$ cat src/rtl/hcr_params.svh
// constants for the host-controller identity, reset and dma set-up registers
`ifndef HCR_PARAMS_SVH
`define HCR_PARAMS_SVH
`define HCR_OFS_IDENTITY  16'h0304
`define HCR_OFS_SCRATCH   16'h0308
`define HCR_OFS_SWRESET   16'h030c
`define HCR_OFS_DMACFG    16'h0330
`define HCR_RST_WORD      32'h0000_0000
`define HCR_RST_COUNT     24'h00_0000
`define HCR_RST_BURST     2'h0
`define HCR_SWR_ALL_BIT   0
`define HCR_SWR_HC_BIT    1
`define HCR_CFG_CNT_HI    31
`define HCR_CFG_CNT_LO    8
`define HCR_CFG_BURST_HI  3
`define HCR_CFG_BURST_LO  2
`define HCR_CFG_EN_BIT    1
`define HCR_CFG_DIR_BIT   0
`define HCR_BURST_1       2'h0
`define HCR_BURST_4       2'h1
`define HCR_BURST_8       2'h2
`define HCR_BURST_16      2'h3
`define HCR_BEATS_1       5'h01
`define HCR_BEATS_4       5'h04
`define HCR_BEATS_8       5'h08
`define HCR_BEATS_16      5'h10
`define HCR_BEAT_ZERO     5'h00
`define HCR_BEAT_ONE      5'h01
`define HCR_GAP_LAST      5'h02
`define HCR_STEP_16       24'h00_0002
`define HCR_STEP_32       24'h00_0004
// arbitrary identity values
`define HCR_HW_VERSION    16'h0002
`define HCR_DEVICE_ID     16'h5a3c
`endif

$ cat src/rtl/hcr_pkg.sv
// types shared by the register bank and the dma engine
`default_nettype none
package hcr_pkg;
   typedef enum logic [2:0] {
      hcr_st_idle = 3'b001,
      hcr_st_req  = 3'b010,
      hcr_st_gap  = 3'b100
   } hcr_dma_state_t;

   typedef struct packed {
      hcr_dma_state_t state;
      logic [23:0]    remaining;
      logic [4:0]     beat;
      logic           ack_meta;
      logic           ack_sync;
      logic           req_line;
      logic           busy;
   } hcr_dma_t;

   typedef struct packed {
      logic [31:0] scratch;
      logic [23:0] count;
      logic [1:0]  burst;
      logic        en;
      logic        dir;
      logic        hc_pulse;
      logic        all_pulse;
      logic        start;
      logic [31:0] rdata;
   } hcr_regs_t;
endpackage : hcr_pkg
`default_nettype wire

$ cat src/rtl/hcr_dma_engine.sv
// slave dma request engine: byte counting, bursts, handshake polarity
`timescale 1ns/1ps
`default_nettype none
`include "hcr_params.svh"
module hcr_dma_engine (
   // clock and reset
   input  wire logic        sys_clk_i,
   input  wire logic        rst_i,
   // set-up from the register bank
   input  wire logic        soft_clear_i,
   input  wire logic        start_i,
   input  wire logic        enable_i,
   input  wire logic [23:0] byte_count_i,
   input  wire logic [1:0]  burst_sel_i,
   input  wire logic        bus_width_32_i,
   input  wire logic        request_polarity_i,
   input  wire logic        acknowledge_polarity_i,
   // handshake pins
   input  wire logic        transfer_ack_line_i,
   output logic             transfer_request_line_o,
   // status
   output logic             busy_o
);
   hcr_pkg::hcr_dma_t r;
   hcr_pkg::hcr_dma_t next_r;
   logic [4:0]        beats;
   logic [23:0]       step;
   logic              ack_seen;

   always_comb begin
      next_r = r;
      case (burst_sel_i)
         `HCR_BURST_4:  beats = `HCR_BEATS_4;
         `HCR_BURST_8:  beats = `HCR_BEATS_8;
         `HCR_BURST_16: beats = `HCR_BEATS_16;
         default:       beats = `HCR_BEATS_1;
      endcase
      step = bus_width_32_i ? `HCR_STEP_32 : `HCR_STEP_16;
      ack_seen = (r.ack_sync == acknowledge_polarity_i);
      next_r.ack_meta = transfer_ack_line_i;
      next_r.ack_sync = r.ack_meta;
      case (r.state)
         hcr_pkg::hcr_st_idle: begin
            if (start_i && enable_i && byte_count_i != `HCR_RST_COUNT) begin
               next_r.state     = hcr_pkg::hcr_st_req;
               next_r.remaining = byte_count_i;
               next_r.beat      = `HCR_BEAT_ZERO;
            end
         end
         hcr_pkg::hcr_st_req: begin
            if (ack_seen) begin
               if (r.remaining <= step) begin
                  next_r.remaining = `HCR_RST_COUNT;
                  next_r.state     = hcr_pkg::hcr_st_idle;
               end else begin
                  next_r.remaining = r.remaining - step;
                  if (r.beat == beats - `HCR_BEAT_ONE) begin
                     next_r.beat  = `HCR_BEAT_ZERO;
                     next_r.state = hcr_pkg::hcr_st_gap;
                  end else begin
                     next_r.beat = r.beat + `HCR_BEAT_ONE;
                  end
               end
            end
         end
         hcr_pkg::hcr_st_gap: begin
            // gap outlasts the ack synchroniser so stale acks are not counted
            if (r.beat == `HCR_GAP_LAST) begin
               next_r.beat  = `HCR_BEAT_ZERO;
               next_r.state = hcr_pkg::hcr_st_req;
            end else begin
               next_r.beat = r.beat + `HCR_BEAT_ONE;
            end
         end
         default: next_r.state = hcr_pkg::hcr_st_idle;
      endcase
      if (!enable_i || soft_clear_i) begin
         next_r.state     = hcr_pkg::hcr_st_idle;
         next_r.remaining = `HCR_RST_COUNT;
         next_r.beat      = `HCR_BEAT_ZERO;
      end
      next_r.busy     = (next_r.state != hcr_pkg::hcr_st_idle);
      next_r.req_line = (next_r.state == hcr_pkg::hcr_st_req) ? request_polarity_i
                                                               : ~request_polarity_i;
   end

   always_ff @(posedge sys_clk_i) begin
      if (rst_i) begin
         r          <= '{state: hcr_pkg::hcr_st_idle, default: '0};
         r.req_line <= ~request_polarity_i;
      end else begin
         r <= next_r;
      end
   end

   assign transfer_request_line_o = r.req_line;
   assign busy_o                  = r.busy;
endmodule : hcr_dma_engine
`default_nettype wire

$ cat src/rtl/hcr_regs.sv
// identity, scratch, software reset and dma set-up registers
`timescale 1ns/1ps
`default_nettype none
`include "hcr_params.svh"
// Notes on behaviour
// - read-only identity: version high, identifier low
// - scratch word resets zero, echoes last write
// - bit one pulses host-register-only reset
// - bit zero resets all registers; zero nothing
// - config bits 31..8 hold byte count
// - bursts per count depend on bus width
// - burst field: 1, 4, 8, 16 cycles
// - bit one enables/terminates, bit zero direction
// - width setting: zero 16-bit, one 32-bit
// - request output polarity follows its setting
// - acknowledge input polarity follows its setting
module hcr_regs #(
   parameter int          ADDR_W            = 16,
   parameter logic [15:0] HW_VERSION        = `HCR_HW_VERSION,
   parameter logic [15:0] DEVICE_IDENTIFIER = `HCR_DEVICE_ID
) (
   // clock and reset
   input  wire logic              sys_clk_i,
   input  wire logic              rst_i,
   // processor register port
   input  wire logic              cs_i,
   input  wire logic              wr_i,
   input  wire logic              rd_i,
   input  wire logic [ADDR_W-1:0] addr_i,
   input  wire logic [31:0]       wdata_i,
   output logic [31:0]            rdata_o,
   // mode settings held elsewhere
   input  wire logic              bus_width_32_i,
   input  wire logic              request_polarity_i,
   input  wire logic              acknowledge_polarity_i,
   // dma handshake pins
   input  wire logic              transfer_ack_line_i,
   output logic                   transfer_request_line_o,
   // reset commands and dma status
   output logic                   host_regs_soft_reset_o,
   output logic                   all_regs_soft_reset_o,
   output logic                   dma_read_o,
   output logic                   dma_busy_o
);
   hcr_pkg::hcr_regs_t r;
   hcr_pkg::hcr_regs_t next_r;
   logic [15:0]        ofs;
   logic               wr_acc;
   logic               rd_acc;

   assign ofs    = 16'(addr_i);
   assign wr_acc = cs_i && wr_i;
   assign rd_acc = cs_i && rd_i && !wr_i;

   always_comb begin
      next_r           = r;
      next_r.hc_pulse  = 1'b0;
      next_r.all_pulse = 1'b0;
      next_r.start     = 1'b0;
      next_r.rdata     = `HCR_RST_WORD;
      if (rd_acc) begin
         case (ofs)
            `HCR_OFS_IDENTITY: next_r.rdata = {HW_VERSION, DEVICE_IDENTIFIER};
            `HCR_OFS_SCRATCH:  next_r.rdata = r.scratch;
            `HCR_OFS_SWRESET: begin
               next_r.rdata[`HCR_SWR_HC_BIT]  = r.hc_pulse;
               next_r.rdata[`HCR_SWR_ALL_BIT] = r.all_pulse;
            end
            `HCR_OFS_DMACFG: begin
               next_r.rdata[`HCR_CFG_CNT_HI:`HCR_CFG_CNT_LO]     = r.count;
               next_r.rdata[`HCR_CFG_BURST_HI:`HCR_CFG_BURST_LO] = r.burst;
               next_r.rdata[`HCR_CFG_EN_BIT]                     = r.en;
               next_r.rdata[`HCR_CFG_DIR_BIT]                    = r.dir;
            end
            default: next_r.rdata = `HCR_RST_WORD;
         endcase
      end
      if (wr_acc) begin
         case (ofs)
            `HCR_OFS_SCRATCH: next_r.scratch = wdata_i;
            `HCR_OFS_SWRESET: begin
               // reserved bits are ignored; software keeps them zero
               if (wdata_i[`HCR_SWR_HC_BIT]) begin
                  next_r.hc_pulse = 1'b1;
               end
               if (wdata_i[`HCR_SWR_ALL_BIT]) begin
                  next_r.scratch   = `HCR_RST_WORD;
                  next_r.count     = `HCR_RST_COUNT;
                  next_r.burst     = `HCR_RST_BURST;
                  next_r.en        = 1'b0;
                  next_r.dir       = 1'b0;
                  next_r.hc_pulse  = 1'b1;
                  next_r.all_pulse = 1'b1;
               end
            end
            `HCR_OFS_DMACFG: begin
               next_r.count = wdata_i[`HCR_CFG_CNT_HI:`HCR_CFG_CNT_LO];
               next_r.burst = wdata_i[`HCR_CFG_BURST_HI:`HCR_CFG_BURST_LO];
               next_r.en    = wdata_i[`HCR_CFG_EN_BIT];
               next_r.dir   = wdata_i[`HCR_CFG_DIR_BIT];
               next_r.start = wdata_i[`HCR_CFG_EN_BIT];
            end
            default: next_r.start = 1'b0;
         endcase
      end
   end

   always_ff @(posedge sys_clk_i) begin
      if (rst_i) begin
         r <= '0;
      end else begin
         r <= next_r;
      end
   end

   // a rewrite with the enable set starts only an idle engine; a running count is kept
   hcr_dma_engine u_dma (
      .sys_clk_i              (sys_clk_i),
      .rst_i                  (rst_i),
      .soft_clear_i           (r.all_pulse),
      .start_i                (r.start),
      .enable_i               (r.en),
      .byte_count_i           (r.count),
      .burst_sel_i            (r.burst),
      .bus_width_32_i         (bus_width_32_i),
      .request_polarity_i     (request_polarity_i),
      .acknowledge_polarity_i (acknowledge_polarity_i),
      .transfer_ack_line_i    (transfer_ack_line_i),
      .transfer_request_line_o(transfer_request_line_o),
      .busy_o                 (dma_busy_o)
   );

   assign rdata_o                = r.rdata;
   assign host_regs_soft_reset_o = r.hc_pulse;
   assign all_regs_soft_reset_o  = r.all_pulse;
   assign dma_read_o             = r.dir;
endmodule : hcr_regs
`default_nettype wire

$ cat config.mk
export PLATFORM = sky130hd
export DESIGN_NAME = hcr_regs
export DESIGN_NICKNAME = d
export VERILOG_FILES = /design/src/rtl/hcr_pkg.sv /design/src/rtl/hcr_dma_engine.sv /design/src/rtl/hcr_regs.sv
export VERILOG_INCLUDE_DIRS = /design/src /design/src/rtl
export SDC_FILE = /design/constraint.sdc
export NUM_CORES = 1
export LEC_CHECK = 0
export BUFFER_PORTS_ARGS = -buffer_cell sky130_fd_sc_hd__clkbuf_2
export CORE_ASPECT_RATIO = 1.5
export CORE_UTILIZATION = 45
export CTS_CLUSTER_SIZE = 28
export DETAILED_ROUTE_END_ITERATION = 16
export GPL_TIMING_DRIVEN = 0
export MAX_ROUTING_LAYER = met4
export PLACE_DENSITY = 0.66
export SLEW_MARGIN = 20
export SYNTH_ARGS = -nofsm -noshare
export SYNTH_HDL_FRONTEND = slang
export SYNTH_SLANG_ARGS = --single-unit
$ cat constraint.sdc
create_clock -name sys_clk_i -period 4 [get_ports sys_clk_i]
set_input_delay 1.2 -clock sys_clk_i [delete_from_list [all_inputs] [get_ports sys_clk_i]]
set_output_delay 1.2 -clock sys_clk_i [all_outputs]
set_load 0.01 [all_outputs]
## Yosys cells after proc, flatten, opt, wreduce, memory -nomap -nowiden

Index checks and enable logic that the tools add are counted.

| word-level totals | value |
|---|---|
| bits in registers | 131 |
| logic and storage cells | 89 |

| cells by class | value |
|---|---|
| mux-type cells | 24 |
| equality and inequality tests | 19 |
| $add $sub $neg | 3 |
| reductions and logical operators | 21 |
| $lt $le $gt $ge | 1 |
| bitwise operators | 5 |

Operator list:

| cell | count |
|---|---|
| $mux 32 | 3 |
| $pmux 24 s3 | 1 |
| $eq 16x10->1 const B | 4 |
| $pmux 32 s2 | 1 |
| $mux 62 | 1 |
| $pmux 28 s2 | 1 |
| $pmux 24 s2 | 1 |
| $pmux 5 s3 | 2 |
| $mux 27 | 1 |
| $le 24x24->1 | 1 |
| $reduce_bool 24->1 | 1 |
| $sub 24x24->24 | 1 |
| $mux 5 | 3 |
| $pmux 2 s3 | 2 |
| $mux 3 | 3 |
| $pmux 3 s3 | 1 |
| $reduce_and 3->1 | 3 |
| $pmux 4 s2 | 1 |
| $eq 3x2->1 const B | 2 |
| $reduce_bool 2->1 | 3 |
| $reduce_or 3->1 | 2 |
| $add 5x1->5 const B | 1 |
| $eq 5x2->1 const B | 1 |
| $eq 5x5->1 | 1 |
| 18 further kinds | 32 |

## Depth between registers and ports, before layout

| logic depth | value |
|---|---|
| depth after elaboration | 12 |
| mapped depth | 10 |

## Modules after synthesis

From an unflattened synthesis, not the netlist that was laid out.

| second synthesis, totals | value |
|---|---|
| cell total of the unflattened synthesis | 605 |
| area total of the unflattened synthesis | 5798.1 µm² |

Modules (own cells, without submodules):

| module | times used | area an instance (µm²) | cells an instance |
|---|---|---|---|
| hcr_regs | 1 | 3559.7 | 314 |
| hcr_dma_engine | 1 | 2238.4 | 291 |

## Worst setup path after synthesis

Ideal clock, no wire load.

| path | value |
|---|---|
| path kind | input -> register |
| start point | in bus_width_32_i |
| end point | reg u_dma.r[17] in the netlist's numbering |
| path slack | 0.939 ns |
| arrival | 2.944 ns |
| required time | 3.883 ns |
| buffers on the path | 1 |
| stages | 8 |
| cells stage by stage | inv_1 -> ha_1 -> nor2b_1 -> o22a_1 -> o31ai_2 -> clkbuf_1 -> o21ai_0 -> a32o_1 |

| on the way | value |
|---|---|
| word-level cells in the longest chain between the ends | 5 |
| elaborated cells on any way between the ends | 6 |
| those cells by class | 1 x add/sub; 1 x order compare; 4 x mux |

RTL lines:

| element | line | text |
|---|---|---|
| start, declared | hcr_regs.sv:33 | `input wire logic bus_width_32_i,` |
| $mux 3 (no line) * | - |  |
| $sub 24x24->24 or $le 24x24->1 (tied branches) | hcr_dma_engine.sv:56, hcr_dma_engine.sv:52 |  |
| $mux 27 * | hcr_dma_engine.sv:52 | `if (r.remaining <= step) begin` |
| $mux 32 * | hcr_dma_engine.sv:51 | `if (ack_seen) begin` |
| $pmux 24 s2 * | hcr_dma_engine.sv:42 | `case (r.state)` |
| end signal, assigned | hcr_dma_engine.sv:92 | `r <= next_r;` |
| end, declared | hcr_dma_engine.sv:24 | `hcr_pkg::hcr_dma_t r;` |

Every way passes the cells marked *; elsewhere a longest branch is shown, timed or not. The select of a mux whose other input is x is not followed.
A chain may end at the register's enable or synchronous reset.

## Worst setup path after layout

| path | value |
|---|---|
| start point | in bus_width_32_i |
| end point | reg u_dma.r[18] in the netlist's numbering |

Same word-level chain as after synthesis.

==> flow_summary.ini <==
[power]
vdd_ir_drop_max_mv = 0.3077
total_power_mw = 3.016
pwr_density_cell_nw_per_um2 = 441.8
p_leak_nw = 2.825

[clock_network]
postCtsHoldBufs = 0
cts_setup_buffers = 0
htreeDepth = 4
cts_num_sinks = 131
cts_resized = 0
cts_inserted_buffers = 17
cts_buffer_depth = 2
clock-root-buffer = clkbuf_16
clkLatencyLatePin_ps = 410
clkSlewWorstSetupHoldPaths_ps = 60
cts_tree = built

[placed_design]
dpl_worst_slack_ps = 355.2
dp_hpwl_um = 11420
io_buffer_count = 93
dp_cells = 831
gp_congestion = 0.9051

[yosys]
synthesis.area_sq_um = 5544
ys_async_sr_fraction_pct = 0
synth_common_cells = 131 x dfxtp_1, 67 x nor2_1, 59 x a22o_1, 33 x nand2_1, 32 x buf_4
synth-seq-area-share_pct = 47.30
avgSynthCellArea_sq_um = 9.477
synth_cell_type_count = 57
synth-seq-cells = 131
synthCells = 585
yosysMostFrequentCell = dfxtp_1
yosysTopAreaCell = dfxtp_1
synth_fp_nets = 647
synth_edf_count = 0
synth_top_area_share_pct = 47.30
synthFlopType = dfxtp_1
synth_warnings = 0
ys_top_cells_by_area = dfxtp_1 47%, a22o_1 9.3%, nor2_1 4.5%, buf_4 4.3%, a32o_1 2.9%

[global_route]
use_met3_pct = 4.989
antenna_found_initial = 0
first_global_vias = 4761
grtUsageMet2_pct = 42.43
grt_overflow_total = 0
grt_pass1_wl_um = 23670
top_usage_layer = met2
grt_use_met1_pct = 27.65
track_usage_pct = 24.69
grt_max_degree = 17

[detailed_routing]
dr.pass1.iters = 5
drtIter0Drc = 335
routed_wirelength_um = 14880
wire_per_inst_um = 17.26
ant_nets = 0
via_per_inst = 5.713
drc = 0
vias = 4925

[sta]
fin_ws_ps = 770.8
hold_viol_final = 0
max_freq_mhz = 309.7
fin_crit_ps = 3229
finalSetupViolCount = 0
fin_setup_tns_ps = 0
rsz0062_at_grt = false
drv_slew = 0
worst_pin_slew_ps = 1069
fin_worst_skew_ps = 8.127
period_share_pct = 80.73
slew_headroom_pct = 28.21

[critical_path]
crit_arrival_ps = 3530
cpPeakStageDelay_ps = 480
path_buf_inv = 3
worstSetupPathType = in2reg
path_cells = clkbuf_2 > inv_1 > ha_1 > nor2b_1 > o22a_1 > o31ai_2 > clkbuf_1 > o21ai_0 > a32o_1
cp_slowest_cell = clkbuf_1
required_ps = 4300
critical-path-top-delay-family = compound AO/OA/AOI/OAI gates
start_kind = input pin
critPathMaxFanout = 10
worstSetupEndpointType = register

[die]
io-pin-count = 94
die_x_um = 92.63
dieArea_sq_um = 12780
rows = 49
initial_core_util_pct = 46.14
die_h_um = 137.9
core_area_sq_um = 12020

[min_path]
worstHoldPathType = reg2reg

[run_status]
status = finished, final reports clean

[final_layout]
fin_util_pct = 56.81
regArea_sq_um = 2623
nets = 759
fin_cells = 862
diodes = 0
area_delta_synth_final_pct = 23.13
drive_gt1_share_pct = 24.68
multiInputGateArea_sq_um = 2502
fillers = 1116

[run]
max_cap_violations = 0
## registers in the layout, summed over array words and instances, names as in the netlist
register,flops
u_dma.next_r,1
u_dma.busy_o,1
u_dma.transfer_request_line_o,1
dma_read_o,1
host_regs_soft_reset_o,1
rdata_o,32
r,60
u_dma.r,33
all_regs_soft_reset_o,1
## cells by family (layout without fill, tap and decap cells)
group                      after synthesis  after routing  share of synthesized area [%]
DFF                                    131            131                          47.30
buffers and inverters                   75            199                          7.560
xor gates and xnor gates                 9              9                          1.422
AOI/OAI and AO/OA                      182            182                          25.62
and+or+nand+nor                        183            183                          16.84
adders and majority gates                5              5                          1.264
## final cells by class
cell class / count / area share (%)
clock inverter: 10 / 2.126
sequential: 131 / 38.42
clock buffer: 21 / 7.038
multi-input combinational: 379 / 36.66
timing repair buffer: 93 / 6.818
buffer: 67 / 5.700
inverter: 8 / 0.4399
tap: 153 / 2.804
## cells in the final DEF (no fill, tap or decap), types with 4 or more instances in the layout
cell type,synthesis,routed
ha_1,4,4
clkbuf_1,22,22
or3_1,11,11
a221oi_1,14,14
a32o_1,16,16
o41ai_1,6,6
nor2_1,67,67
and3_1,8,8
clkbuf_16,0,17
a21oi_1,13,13
buf_1,4,4
o21ai_0,31,31
clkbuf_8,0,4
xor2_1,7,7
a22oi_1,21,21
dfxtp_1,131,131
buf_4,32,32
o31ai_1,5,5
a22o_1,59,59
nand2_1,33,33
nor3_1,16,16
and2_1,4,4
nor2b_1,4,4
nand2b_1,4,4
buf_2,8,8
nor4_1,12,12
inv_1,8,8
clkbuf_2,0,93
## worst register-to-register path: stages, from the launching register on
cell,delay [ps]
dfxtp_1,390
ha_1,270
nor2b_1,210
o22a_1,270
o31ai_2,470
clkbuf_1,480
o21ai_0,200
a32o_1,220
## metal layers
metal	wire, um	share of wire (%)
met1	6114	41
met2	7749	52
met3	555	3.7
met4	459	3.1
met5	0	0
## report_power, final
group | switching (mW) | internal (mW)
clock network | 0.570 | 1.05
logic | 0.0535 | 0.0365
registers | 0.000340 | 1.31
total | 0.624 | 2.39
## path summary, 6_finish.rpt
check	from	endpoint	slack [ps]	cells after the start
hold reg to reg	u_dma.next_r[2]$_SDFF_PP0_	u_dma.r[2]$_SDFF_PP0_	460	1
setup reg to reg	u_dma.r[11]$_SDFFE_PP0P_	u_dma.r[18]$_SDFFE_PP0P_	1400	7
hold / removal	u_dma.next_r[2]$_SDFF_PP0_	u_dma.r[2]$_SDFF_PP0_	460	1
setup / recovery	bus_width_32_i	u_dma.r[18]$_SDFFE_PP0P_	770	9
## stage by stage
| step | instance area (sq um) | hold WS (ps) |
|---|---|---|
| 2_1_floorplan | 5544 | 413.8 |
| 3_3_place_gp | 6201 | 432.8 |
| 3_5_place_dp | 6201 | 450.1 |
| 4_1_cts | 6827 | 462.3 |
| 5_1_grt | 6827 | 476.9 |
| 6_report | 6827 | 456.4 |
Power figures use the tool's default switching activity.
